$ cat src/popc_pkg.sv
// package: command codes, reset values, field positions, timing, types
package popc_pkg;

	// ----------
	// command codes
	// ----------
	localparam logic [7:0] CMD_PAGE      = 8'h00; // channel page select
	localparam logic [7:0] CMD_OPER_MODE = 8'h01; // operating_mode
	localparam logic [7:0] CMD_ONOFF_CFG = 8'h02; // on_off_source_config
	localparam logic [7:0] CMD_SW_FREQ   = 8'h33; // switching_frequency
	localparam logic [7:0] CMD_LOOP_COMP = 8'hD3; // loop_compensation
	localparam logic [7:0] CMD_CONV_MODE = 8'hD4; // converter_mode
	localparam logic [7:0] CMD_PHASE_CFG = 8'hF5; // phase_and_sense_config
	localparam logic [7:0] CMD_BUS_RESET = 8'hFD; // bus_reset_command

	// data byte counts per command kind
	localparam logic [1:0] NB_SEND = 2'h0; // no data bytes
	localparam logic [1:0] NB_BYTE = 2'h1; // one data byte
	localparam logic [1:0] NB_WORD = 2'h2; // two data bytes

	// ----------
	// reset values of the working registers
	// ----------
	localparam logic [15:0] RST_SW_FREQ   = 16'hFB52;
	localparam logic [7:0]  RST_LOOP_COMP = 8'hAE;
	localparam logic [7:0]  RST_CONV_MODE = 8'hC7;
	localparam logic [7:0]  RST_PHASE_CFG = 8'h10;
	localparam logic [7:0]  RST_ONOFF_CFG = 8'h1E;
	localparam logic [7:0]  RST_OPER_MODE = 8'h40; // sequenced off
	localparam logic [7:0]  RST_PAGE      = 8'h00;

	// ----------
	// supported codes
	// ----------
	localparam logic [7:0] ONOFF_BOTH_IMM = 8'h1F;
	localparam logic [7:0] ONOFF_BOTH_SEQ = 8'h1E;
	localparam logic [7:0] ONOFF_PIN_IMM  = 8'h17;
	localparam logic [7:0] ONOFF_PIN_SEQ  = 8'h16;
	localparam logic [7:0] OP_MARGIN_HI   = 8'hA8;
	localparam logic [7:0] OP_MARGIN_LO   = 8'h98;
	localparam logic [7:0] OP_ON          = 8'h80;
	localparam logic [7:0] OP_SOFT_OFF    = 8'h40;
	localparam logic [7:0] OP_IMM_OFF     = 8'h00;
	localparam logic [7:0] PAGE_CH0       = 8'h00;
	localparam logic [7:0] PAGE_CH1       = 8'h01;
	localparam logic [7:0] PAGE_ALL       = 8'hFF;

	// ----------
	// field positions
	// ----------
	localparam int ONOFF_OPCTL_BIT = 3; // bus on/off control enabled
	localparam int ONOFF_IMM_BIT   = 0; // immediate off on off request
	localparam int OP_ON_BIT       = 7; // mode requests running
	localparam int MODE_ILIM_BIT   = 7;
	localparam int MODE_SERVO_BIT  = 6;
	localparam int MODE_TEMP_BIT   = 5;
	localparam int MODE_LOWDCR_BIT = 2;
	localparam int MODE_VRNG_BIT   = 1;
	localparam int MODE_FCCM_BIT   = 0;
	localparam int COMP_GM_MSB     = 7;
	localparam int COMP_GM_LSB     = 5;
	localparam int COMP_COMPENSATION_RESISTOR_MSB   = 4;
	localparam int COMP_COMPENSATION_RESISTOR_LSB   = 0;

	// abstract set-point codes for the reference converter
	localparam logic [7:0] SP_ZERO = 8'h00;
	localparam logic [7:0] SP_NOM  = 8'h80;
	localparam logic [7:0] SP_HI   = 8'h88;
	localparam logic [7:0] SP_LO   = 8'h78;

	// ----------
	// timing
	// ----------
	localparam int CLK_PERIOD_NS = 25;
	localparam int TON_RISE_NS   = 5000; // soft-start ramp time
	localparam int TOFF_DLY_NS   = 2000; // turn-off delay
	localparam int TOFF_FALL_NS  = 5000; // turn-off fall time
	localparam int TRANS_STEP_NS = 250;  // time per set-point step
	localparam logic [15:0] TON_RISE_CYC = 16'(
		(TON_RISE_NS + CLK_PERIOD_NS - 1) / CLK_PERIOD_NS);
	localparam logic [15:0] TOFF_DLY_CYC = 16'(
		(TOFF_DLY_NS + CLK_PERIOD_NS - 1) / CLK_PERIOD_NS);
	localparam logic [15:0] TOFF_FALL_CYC = 16'(
		(TOFF_FALL_NS + CLK_PERIOD_NS - 1) / CLK_PERIOD_NS);
	localparam logic [15:0] TRANS_STEP_CYC = 16'(
		(TRANS_STEP_NS + CLK_PERIOD_NS - 1) / CLK_PERIOD_NS);

	// ----------
	// types
	// ----------
	typedef enum logic [4:0] {
		ST_OFF       = 5'b00001,
		ST_RISE      = 5'b00010,
		ST_ON        = 5'b00100,
		ST_TOFF_DLY  = 5'b01000,
		ST_TOFF_FALL = 5'b10000
	} popc_state_t;

	typedef struct packed {
		logic [7:0] onoff;  // on_off_source_config
		logic [7:0] opmode; // operating_mode
		logic [7:0] mode;   // converter_mode
		logic [7:0] comp;   // loop_compensation
	} popc_chan_cfg_t;

	typedef struct packed {
		popc_chan_cfg_t [1:0] ch;    // per-channel image
		logic [7:0]           phase; // phase_and_sense_config
		logic [15:0]          freq;  // switching_frequency
	} popc_nvm_t;

	typedef struct packed {
		logic       run;         // channel switching
		logic       ramping;     // ramping on or off
		logic       servo_en;    // set-point trim active
		logic       fccm;        // forced continuous conduction
		logic       ilim_high;   // high current-limit range
		logic       vrange_low;  // 2.75V output range
		logic       temp_direct; // direct sense-pin voltage
		logic       low_dcr;     // ultra-low resistance sensing
		logic [2:0] gm;          // error amplifier step
		logic [4:0] compensation_resistor;        // compensation_resistor step
		logic [7:0] setpoint;    // reference converter code
	} popc_chan_out_t;

endpackage

$ cat src/popc_sync.sv
// two flip-flop synchroniser for asynchronous pin levels
`timescale 1ns/1ps
module popc_sync #(
	parameter int W = 2
) (
	input  wire logic         clk_i,
	input  wire logic         rstn_i,
	input  wire logic [W-1:0] async_i,
	output logic      [W-1:0] sync_o
);
	logic [W-1:0] meta_q; // first stage, read only by second stage

	// ----------
	// two stages
	// ----------
	always_ff @(posedge clk_i) begin
		if (!rstn_i) begin
			meta_q <= '0;
			sync_o <= '0;
		end else begin
			meta_q <= async_i;
			sync_o <= meta_q;
		end
	end
endmodule

$ cat src/popc_chan.sv
// one channel on/off sequencer with set-point slope control
`timescale 1ns/1ps
module popc_chan
	import popc_pkg::*;
(
	input  wire logic         clk_i,
	input  wire logic         rstn_i,
	input  wire logic         run_req_i,   // pin requests run, and mode too when bus control is on
	input  wire logic         off_imm_i,   // off request is immediate
	input  wire logic         force_off_i, // bus reset: stop now
	input  wire logic [7:0]   target_i,    // margined or nominal code
	output popc_state_t       state_o,
	output logic      [7:0]   setpoint_o
);
	popc_state_t st_d;      // next state
	logic [15:0] tmr_q;     // sequencing timer
	logic [15:0] tmr_d;
	logic [15:0] step_q;    // slope step timer
	logic [15:0] step_d;
	logic [7:0]  sp_d;

	// ----------
	// next-state logic
	// ----------
	always_comb begin
		st_d   = state_o;
		tmr_d  = tmr_q;
		step_d = step_q;
		sp_d   = setpoint_o;
		case (state_o)
			ST_OFF: begin
				sp_d = SP_ZERO;
				if (run_req_i && !force_off_i) begin
					st_d  = ST_RISE;
					tmr_d = TON_RISE_CYC - 16'h0001;
				end
			end
			ST_RISE: begin
				if (force_off_i || !run_req_i) begin
					st_d = ST_OFF; // abort start
				end else if (tmr_q == 16'h0000) begin
					st_d   = ST_ON;
					sp_d   = SP_NOM;
					step_d = TRANS_STEP_CYC - 16'h0001;
				end else begin
					tmr_d = tmr_q - 16'h0001;
				end
			end
			ST_ON: begin
				if (force_off_i || (!run_req_i && off_imm_i)) begin
					st_d = ST_OFF;
				end else if (!run_req_i) begin
					st_d  = ST_TOFF_DLY;
					tmr_d = TOFF_DLY_CYC - 16'h0001;
				end else if (step_q != 16'h0000) begin
					step_d = step_q - 16'h0001;
				end else begin
					// one code per step period, never a jump
					step_d = TRANS_STEP_CYC - 16'h0001;
					if (setpoint_o < target_i) begin
						sp_d = setpoint_o + 8'h01;
					end else if (setpoint_o > target_i) begin
						sp_d = setpoint_o - 8'h01;
					end
				end
			end
			ST_TOFF_DLY: begin
				if (force_off_i || off_imm_i) begin
					st_d = ST_OFF;
				end else if (tmr_q == 16'h0000) begin
					st_d  = ST_TOFF_FALL;
					tmr_d = TOFF_FALL_CYC - 16'h0001;
				end else begin
					tmr_d = tmr_q - 16'h0001;
				end
			end
			ST_TOFF_FALL: begin
				if (force_off_i || off_imm_i || tmr_q == 16'h0000) begin
					st_d = ST_OFF;
				end else begin
					tmr_d = tmr_q - 16'h0001;
				end
			end
			default: begin
				st_d = ST_OFF;
			end
		endcase
	end

	// ----------
	// state registers
	// ----------
	always_ff @(posedge clk_i) begin
		if (!rstn_i) begin
			state_o    <= ST_OFF;
			tmr_q      <= 16'h0000;
			step_q     <= 16'h0000;
			setpoint_o <= SP_ZERO;
		end else begin
			state_o    <= st_d;
			tmr_q      <= tmr_d;
			step_q     <= step_d;
			setpoint_o <= sp_d;
		end
	end
endmodule

$ cat src/popc_top.sv
// command register bank, on/off decision and converter settings
// Functional notes
// 0x1F: both sources run, immediate off
// 0x1E: both sources run, sequenced off
// 0x17: pin only, immediate off
// 0x16: pin only, sequenced off
// unlisted config or mode codes: ignore, fault
// mode held until new write or pin
// stored margin mode ramps after reset
// mode change moves set point by slope
// reset leaves channels sequenced off
// decode margin high, low and on
// decode soft off and immediate off
// off codes ignored when config bit3 clear
// bus reset: off, reload, clear, restart
// mode bit7 current range, locked while active
// mode bit1 voltage range, locked while active
// servo trim only while steadily on
// mode bit5 selects temperature method
// mode bit2 ultra-low resistance sensing
// bit0 continuous conduction, never while rising
// comp bits 7:5 amplifier step
// comp bits 4:0 resistor step
// phase or frequency write busy: nack
// paged registers per channel, two shared
`timescale 1ns/1ps
module popc_top
	import popc_pkg::*;
(
	input  wire logic                 clk_i,
	input  wire logic                 rstn_i,
	input  wire logic [1:0]           channel_enable_pin_i,
	input  wire popc_pkg::popc_nvm_t  nvm_i,
	input  wire logic                 cmd_valid_i,
	input  wire logic                 cmd_write_i,
	input  wire logic [7:0]           cmd_code_i,
	input  wire logic [1:0]           cmd_nbytes_i,
	input  wire logic [15:0]          cmd_data_i,
	output logic                      resp_valid_o,
	output logic                      resp_ack_o,
	output logic [15:0]               resp_data_o,
	output logic                      cml_fault_o,
	output logic                      busy_fault_o,
	output popc_pkg::popc_chan_out_t [1:0] chan_o,
	output logic [7:0]                phase_cfg_o,
	output logic [15:0]               sw_freq_o
);
	import popc_pkg::*;

	// ------------------------------------------------------------------
	// storage
	// ------------------------------------------------------------------
	popc_chan_cfg_t [1:0] cfg_q;   // paged registers
	popc_chan_cfg_t [1:0] cfg_d;
	logic [7:0]           page_q;  // page select
	logic [7:0]           phase_q; // shared phase config
	logic [15:0]          freq_q;  // shared frequency
	logic                 load_q;  // power-on load pending
	logic                 force_q; // bus reset force-off pulse
	logic [1:0]           pin_s;   // synchronised run pins
	popc_state_t          st [2];  // channel states
	logic [7:0]           sp [2];  // channel set points

	// ------------------------------------------------------------------
	// run pin synchroniser
	// ------------------------------------------------------------------
	popc_sync #(
		.W(2)
	) u_sync (
		.clk_i   (clk_i),
		.rstn_i  (rstn_i),
		.async_i (channel_enable_pin_i),
		.sync_o  (pin_s)
	);

	// ------------------------------------------------------------------
	// command decode
	// ------------------------------------------------------------------
	wire wr      = cmd_valid_i & cmd_write_i;
	wire rd      = cmd_valid_i & ~cmd_write_i;
	wire hit_pg  = cmd_code_i == CMD_PAGE;
	wire hit_op  = cmd_code_i == CMD_OPER_MODE;
	wire hit_oo  = cmd_code_i == CMD_ONOFF_CFG;
	wire hit_fq  = cmd_code_i == CMD_SW_FREQ;
	wire hit_cp  = cmd_code_i == CMD_LOOP_COMP;
	wire hit_md  = cmd_code_i == CMD_CONV_MODE;
	wire hit_ph  = cmd_code_i == CMD_PHASE_CFG;
	wire hit_rs  = cmd_code_i == CMD_BUS_RESET;
	wire hit_b   = hit_pg | hit_op | hit_oo | hit_cp | hit_md | hit_ph;
	// bus reset is write-only with no data
	wire known   = hit_b | hit_fq | (hit_rs & cmd_write_i);
	wire [1:0] nb_need = hit_fq ? NB_WORD : (hit_rs ? NB_SEND : NB_BYTE);
	wire len_ok  = ~cmd_write_i | (cmd_nbytes_i == nb_need);
	wire [7:0] wb = cmd_data_i[7:0]; // byte payload

	// pages: 0x00 and 0x01 pick one channel, 0xFF writes both
	wire sel0    = (page_q == PAGE_CH0) | (page_q == PAGE_ALL);
	wire sel1    = (page_q == PAGE_CH1) | (page_q == PAGE_ALL);
	wire [1:0] sel = {sel1, sel0};
	wire rdch    = page_q == PAGE_CH1; // reads of page 0xFF show ch 0
	wire page_ok = (wb == PAGE_CH0) | (wb == PAGE_CH1) | (wb == PAGE_ALL);

	// supported code checks
	wire oo_ok   = (wb == ONOFF_BOTH_IMM) | (wb == ONOFF_BOTH_SEQ) |
	               (wb == ONOFF_PIN_IMM) | (wb == ONOFF_PIN_SEQ);
	wire op_ok   = (wb == OP_MARGIN_HI) | (wb == OP_MARGIN_LO) |
	               (wb == OP_ON) | (wb == OP_SOFT_OFF) | (wb == OP_IMM_OFF);
	wire op_offc = (wb == OP_SOFT_OFF) | (wb == OP_IMM_OFF);

	// channel activity seen by the write checks
	wire [1:0] active = {st[1] != ST_OFF, st[0] != ST_OFF};
	wire any_run = |active;

	// range bits may not change on an active channel
	wire [1:0] md_lock;
	assign md_lock[0] = sel[0] & active[0] &
		((wb[MODE_ILIM_BIT] ^ cfg_q[0].mode[MODE_ILIM_BIT]) |
		 (wb[MODE_VRNG_BIT] ^ cfg_q[0].mode[MODE_VRNG_BIT]));
	assign md_lock[1] = sel[1] & active[1] &
		((wb[MODE_ILIM_BIT] ^ cfg_q[1].mode[MODE_ILIM_BIT]) |
		 (wb[MODE_VRNG_BIT] ^ cfg_q[1].mode[MODE_VRNG_BIT]));

	// shared timing registers refuse writes while running
	wire busy_ev = wr & len_ok & (hit_ph | hit_fq) & any_run;

	// a good write of each kind
	wire w_ok    = wr & len_ok;
	wire w_pg    = w_ok & hit_pg & page_ok;
	wire w_oo    = w_ok & hit_oo & oo_ok;
	wire w_op    = w_ok & hit_op & op_ok;
	wire w_md    = w_ok & hit_md & ~(|md_lock);
	wire w_cp    = w_ok & hit_cp;
	wire w_ph    = w_ok & hit_ph & ~any_run;
	wire w_fq    = w_ok & hit_fq & ~any_run;
	wire w_rs    = w_ok & hit_rs;

	// communication fault causes
	wire cml_ev  = cmd_valid_i & (~known | ~len_ok |
		(cmd_write_i & hit_pg & ~page_ok) |
		(cmd_write_i & hit_oo & ~oo_ok) |
		(cmd_write_i & hit_op & ~op_ok) |
		(cmd_write_i & hit_md & (|md_lock)));
	wire nack    = ~known | busy_ev;

	// read data selection
	wire [15:0] rd_data =
		hit_pg ? {8'h00, page_q} :
		hit_op ? {8'h00, cfg_q[rdch].opmode} :
		hit_oo ? {8'h00, cfg_q[rdch].onoff} :
		hit_md ? {8'h00, cfg_q[rdch].mode} :
		hit_cp ? {8'h00, cfg_q[rdch].comp} :
		hit_ph ? {8'h00, phase_q} :
		hit_fq ? freq_q : 16'h0000;

	// ------------------------------------------------------------------
	// next value of the paged registers
	// ------------------------------------------------------------------
	always_comb begin
		cfg_d = cfg_q;
		for (int c = 0; c < 2; c++) begin
			if (sel[c] && w_oo) begin
				cfg_d[c].onoff = wb; // bad codes never land
			end
			// off codes are ignored without bus control
			if (sel[c] && w_op &&
			    !(op_offc && !cfg_q[c].onoff[ONOFF_OPCTL_BIT])) begin
				cfg_d[c].opmode = wb; // held until rewritten
			end
			if (sel[c] && w_md) begin
				cfg_d[c].mode = wb;
			end
			if (sel[c] && w_cp) begin
				cfg_d[c].comp = wb;
			end
		end
	end

	// ------------------------------------------------------------------
	// register update, power-on load and bus reset reload
	// ------------------------------------------------------------------
	always_ff @(posedge clk_i) begin
		if (!rstn_i) begin
			for (int c = 0; c < 2; c++) begin
				cfg_q[c].onoff  <= RST_ONOFF_CFG;
				cfg_q[c].opmode <= RST_OPER_MODE;
				cfg_q[c].mode   <= RST_CONV_MODE;
				cfg_q[c].comp   <= RST_LOOP_COMP;
			end
			phase_q <= RST_PHASE_CFG;
			freq_q  <= RST_SW_FREQ;
			page_q  <= RST_PAGE;
			load_q  <= 1'b1;
		end else if (load_q || w_rs) begin
			// stored image, margin modes included
			cfg_q   <= nvm_i.ch;
			phase_q <= nvm_i.phase;
			freq_q  <= nvm_i.freq;
			page_q  <= RST_PAGE;
			load_q  <= 1'b0;
		end else begin
			cfg_q <= cfg_d;
			if (w_pg) begin
				page_q <= wb;
			end
			if (w_ph) begin
				phase_q <= wb;
			end
			if (w_fq) begin
				freq_q <= cmd_data_i;
			end
		end
	end

	// ------------------------------------------------------------------
	// sticky faults and bus reset pulse
	// ------------------------------------------------------------------
	always_ff @(posedge clk_i) begin
		if (!rstn_i) begin
			cml_fault_o  <= 1'b0;
			busy_fault_o <= 1'b0;
			force_q      <= 1'b0;
		end else begin
			// bus reset clears all faults
			cml_fault_o  <= cml_ev | (cml_fault_o & ~w_rs);
			busy_fault_o <= busy_ev | (busy_fault_o & ~w_rs);
			force_q      <= w_rs; // both channels off at once
		end
	end

	// ------------------------------------------------------------------
	// response to each command, one cycle later
	// ------------------------------------------------------------------
	always_ff @(posedge clk_i) begin
		if (!rstn_i) begin
			resp_valid_o <= 1'b0;
			resp_ack_o   <= 1'b0;
			resp_data_o  <= 16'h0000;
		end else begin
			resp_valid_o <= cmd_valid_i;
			resp_ack_o   <= cmd_valid_i & ~nack;
			resp_data_o  <= (rd & known) ? rd_data : 16'h0000;
		end
	end

	// ------------------------------------------------------------------
	// per-channel on/off decision and sequencers
	// ------------------------------------------------------------------
	for (genvar c = 0; c < 2; c++) begin : g_ch
		// bus control enabled: needs mode and pin
		// bus control disabled: pin alone
		wire opctl   = cfg_q[c].onoff[ONOFF_OPCTL_BIT];
		wire op_run  = cfg_q[c].opmode[OP_ON_BIT];
		wire run_req = pin_s[c] & (~opctl | op_run);
		// a bus-commanded off picks its own style
		wire op_imm  = opctl & (cfg_q[c].opmode == OP_IMM_OFF);
		wire op_soft = opctl & (cfg_q[c].opmode == OP_SOFT_OFF);
		wire off_imm = op_imm |
			(cfg_q[c].onoff[ONOFF_IMM_BIT] & ~(op_soft & pin_s[c]));
		// margin codes steer the target; 0x80 is nominal
		wire [7:0] tgt =
			(cfg_q[c].opmode == OP_MARGIN_HI) ? SP_HI :
			(cfg_q[c].opmode == OP_MARGIN_LO) ? SP_LO : SP_NOM;

		popc_chan u_chan (
			.clk_i       (clk_i),
			.rstn_i      (rstn_i),
			.run_req_i   (run_req),
			.off_imm_i   (off_imm),
			.force_off_i (force_q),
			.target_i    (tgt),
			.state_o     (st[c]),
			.setpoint_o  (sp[c])
		);
	end

	// ------------------------------------------------------------------
	// registered channel outputs
	// ------------------------------------------------------------------
	always_ff @(posedge clk_i) begin
		if (!rstn_i) begin
			chan_o      <= '0;
			phase_cfg_o <= RST_PHASE_CFG;
			sw_freq_o   <= RST_SW_FREQ;
		end else begin
			for (int c = 0; c < 2; c++) begin
				chan_o[c].run         <= st[c] != ST_OFF;
				chan_o[c].ramping     <= (st[c] == ST_RISE) |
				                         (st[c] == ST_TOFF_FALL);
				// trim only when steadily on
				chan_o[c].servo_en    <= cfg_q[c].mode[MODE_SERVO_BIT] &
				                         (st[c] == ST_ON);
				// discontinuous while rising
				chan_o[c].fccm        <= cfg_q[c].mode[MODE_FCCM_BIT] &
				                         (st[c] != ST_RISE);
				chan_o[c].ilim_high   <= cfg_q[c].mode[MODE_ILIM_BIT];
				chan_o[c].vrange_low  <= cfg_q[c].mode[MODE_VRNG_BIT];
				chan_o[c].temp_direct <= cfg_q[c].mode[MODE_TEMP_BIT];
				chan_o[c].low_dcr     <= cfg_q[c].mode[MODE_LOWDCR_BIT];
				chan_o[c].gm          <=
					cfg_q[c].comp[COMP_GM_MSB:COMP_GM_LSB];
				chan_o[c].compensation_resistor        <=
					cfg_q[c].comp[COMP_COMPENSATION_RESISTOR_MSB:COMP_COMPENSATION_RESISTOR_LSB];
				chan_o[c].setpoint    <= sp[c];
			end
			phase_cfg_o <= phase_q;
			sw_freq_o   <= freq_q;
		end
	end
endmodule

$ cat config.mk
export PLATFORM = sky130hd
export DESIGN_NAME = popc_top
export DESIGN_NICKNAME = d
export VERILOG_FILES = /design/src/popc_pkg.sv /design/src/popc_sync.sv /design/src/popc_chan.sv /design/src/popc_top.sv
export SDC_FILE = /design/constraint.sdc
export NUM_CORES = 1
export LEC_CHECK = 0
export ABC_AREA = 0
export BUFFER_PORTS_ARGS = -buffer_cell sky130_fd_sc_hd__buf_2
export CORE_MARGIN = 1.5
export CORE_UTILIZATION = 28
export DETAILED_ROUTE_END_ITERATION = 16
export HOLD_SLACK_MARGIN = 0.05
export PLACE_DENSITY = 0.57
export SKIP_LAST_GASP = 1
export SYNTH_ARGS = -nofsm -noshare
export SYNTH_HDL_FRONTEND = slang
export SYNTH_SLANG_ARGS = --single-unit
$ cat constraint.sdc
create_clock -name clk_i -period 4.95 [get_ports clk_i]
set_input_delay 0.495 -clock clk_i [delete_from_list [all_inputs] [get_ports clk_i]]
set_output_delay 0.495 -clock clk_i [all_outputs]
set_load 0.005 [all_outputs]
==> results.cfg <==
[worst_setup_path]
critPathBufInv = 1
cp_top_family = simple AND/OR/NAND/NOR gates
end_kind = register
cp-start-kind = register
crit_chain = nor3_1, nand4_1, nor3b_1, inv_1, ha_1, o21ai_0, a21oi_1, or2_2, a21o_1, ha_1, nand3_1, o211ai_1, nor4_1, nor3_1, xor2_1, a21oi_1, a221oi_1
required_ns = 5.39
max_stage_delay_ns = 0.42
crit_fanout = 7
path_class = register to register
critical_path_arrival_ns = 4.54
crit_slowest_cell = ha_1

[clocking]
clkLatencyLatePin_ns = 0.55
cts_tree = done
cts.sinks = 284
ctsHoldBuffers = 0
cts_max_path_buffers = 3
clk_pin_slew_ns = 0.06
root_buffer = clkbuf_16
cts-buffers-inserted = 34
cts.htree.levels = 2
post_cts_buffers = 0
ctsResizeCount = 0

[power]
leakagePower_uw = 0.00648
power_density_mw_per_mm2 = 378
max-vdd-ir-drop_uv = 189

[job]
max_cap_violations = 0

[global_route]
grt_most_used_layer = met2
grt_use_met3 = 0.0372
grt_max_degree = 158
grt_util_all_layers = 0.178
grt_pass1_wl_mm = 70.3
grt_use_met1 = 0.233
grt_overflow = 0
met2_usage = 0.283
antenna_found_initial = 10
grt_pass1_vias = 12300

[sta]
tns_ns = 0
fmaxAchievable_mhz = 244
worst_pin_slew_ns = 1.30
finalHoldViolations = 0
period_share = 0.829
finalSetupViolations = 0
rsz0062_at_grt = false
whs_ns = 0.175
slew_headroom = 0.130
fin_skew_ns = 0.0246
layout_min_cycle_time_ns = 4.10
slew_violations = 0

[synth]
synth-edff-count = 0
syn-num-nets = 1786
yosysSeqAreaShare = 0.420
synth_seq_cells = 284
syn_area_mm2 = 0.0135
synth_warnings = 0
ys_types = 72
syn_inst = 1634
syn_avg_cell_area_um2 = 8.28
synthFlopType = dfxtp_1
synthArstFlopShare = 0

[detailed_routing]
vias = 12800
drc_errors = 0
routed_via_density = 5.23
dr.pass1.iters = 5
antenna_left = 0
drt_iter0_drc = 1100
drt_wl_total_mm = 45.2
wl_per_cell_um = 18.4

[floorplan]
initial_core_util = 0.283
die_area_mm2 = 0.0496
die_w_um = 223
core-area_mm2 = 0.0477
die_h_um = 223
pin_count = 212
rows = 80

[final_layout]
synthToLayoutAreaGrowth_pct = 21.0
drive_gt1_frac = 0.173
final_nets = 1953
fillCellCount = 4981
fin_util = 0.343

[place]
detailed_place_hpwl_mm = 32.4
numPortBuffers = 211
place_congestion = 0.867

[hold_path]
min_path_type = input pin to register

[status]
outcome = completed
-- state kept, by name, indices dropped and copies added, names as in the netlist, 2 cells and up --
register	count
u_sync.meta_q	2
phase_cfg_o	8
cfg_q	64
phase_q	8
g_ch.u_chan.tmr_q	32
sw_freq_o	16
u_sync.sync_o	2
g_ch.u_chan.step_q	32
freq_q	16
g_ch.u_chan.state_o	10
g_ch.u_chan.setpoint_o	16
resp_data_o	16
page_q	8
chan_o	48
-- synth_stat cells, types with 4 or more instances --
cell type	instances	area (um2)
ha_1	30	375
and2_1	62	388
inv_1	34	128
a22oi_1	4	30.0
o32ai_1	4	35.0
nor3_1	71	355
nor2b_1	12	75.1
nand4b_1	7	61.3
and3_1	15	93.8
a31oi_1	7	43.8
nor4_1	29	181
a21boi_0	6	45.0
and4_1	4	35.0
o22ai_1	14	87.6
nor2_1	159	597
mux2i_1	72	721
o211ai_1	12	90.1
nand3b_1	4	30.0
nand4_1	19	119
buf_1	9	33.8
clkbuf_1	87	327
o31a_1	5	43.8
nor4b_1	6	52.6
a21o_1	9	67.6
o21a_1	10	75.1
nand3_1	45	225
xor2_1	18	158
nand2_1	151	567
a222oi_1	8	80.1
a311oi_1	10	87.6
dfxtp_1	284	5690
o31ai_1	8	60.1
a21oi_1	157	786
xnor2_1	17	149
nand2b_1	29	181
or4_1	15	113
or2_2	9	56.3
a32oi_1	4	35.0
o21ai_0	102	510
a211oi_1	21	158
or3_1	13	81.3
-- cell families (layout without fill, tap and decap cells) --
kind of cell / Yosys count / after routing / share of synthesized area
AOI/OAI and AO/OA: 413 / 413 / 0.187
adders and majority gates: 32 / 32 / 0.0307
DFF: 284 / 284 / 0.420
muxes: 72 / 72 / 0.0533
and+or+nand+nor: 664 / 664 / 0.248
buffers and inverters: 134 / 326 / 0.0380
other: 0 / 10 / 0
xor gates and xnor gates: 35 / 35 / 0.0227
-- routing by layer --
metal  share of wire  wire, um
met1            0.45     20300
met3           0.056      2510
met2            0.46     20700
met5         0.00022        10
met4           0.035      1600
-- stage by stage --
step / instance area (um2) / total power (uW) / cells / worst slack (ns)
3_3_place_gp: 15200 / 3550 / 2380 / 0.940
2_1_floorplan: 13500 / 3220 / 1634 / 1.42
5_1_grt: 16400 / 6470 / 2449 / 0.400
4_1_cts: 16300 / 6250 / 2441 / 0.866
6_report: 16400 / 6180 / 2451 / 0.849
3_5_place_dp: 15200 / 3570 / 2380 / 0.913
-- worst paths after layout --
path                                         startpoint  cells after the start                      endpoint  slack, ns
worst max register to register                cfg_q[16]                     17  g_ch[0].u_chan.setpoint_o[7]       0.85
worst max-delay path                          cfg_q[16]                     17  g_ch[0].u_chan.setpoint_o[7]       0.85
worst min register to register                freq_q[9]                      1                  sw_freq_o[9]       0.46
worst min-delay path            channel_enable_pin_i[0]                      2              u_sync.meta_q[0]       0.17
-- report_power, final --
group,internal [uW],total (uW),switching (uW)
clock network,1570,2650,1090
registers,2400,2490,93.4
logic,395,1040,642
total,4360,6180,1820
-- cell usage in the layout, fill, tap and decap left out, drive strengths merged, types with 18 or more instances in the layout --
cell type  Yosys  layout
nor3          72      72
xor2          18      18
or4           18      18
nand2b        29      29
ha            30      30
nand3         45      45
a211oi        21      21
clkbuf        88      38
nor4          31      31
nand2        151     151
buf           12     231
and2          62      62
dfxtp        284     284
mux2i         72      72
nor2         160     160
a21oi        157     157
o21ai        103     103
inv           34      36
nand4         19      19
-- final cells by class --
cell class	instances	area [um2]	share of cell area
Antenna cell	10	25.0	0.00153
Timing Repair Buffer	231	1220	0.0746
Multi-Input combinational cell	1216	7360	0.450
Clock buffer	38	876	0.0535
Tap cell	615	769	0.0470
Inverter	34	129	0.00787
Sequential cell	284	5690	0.347
Clock inverter	23	304	0.0186
Note: power is estimated with default switching activity, not from simulation.
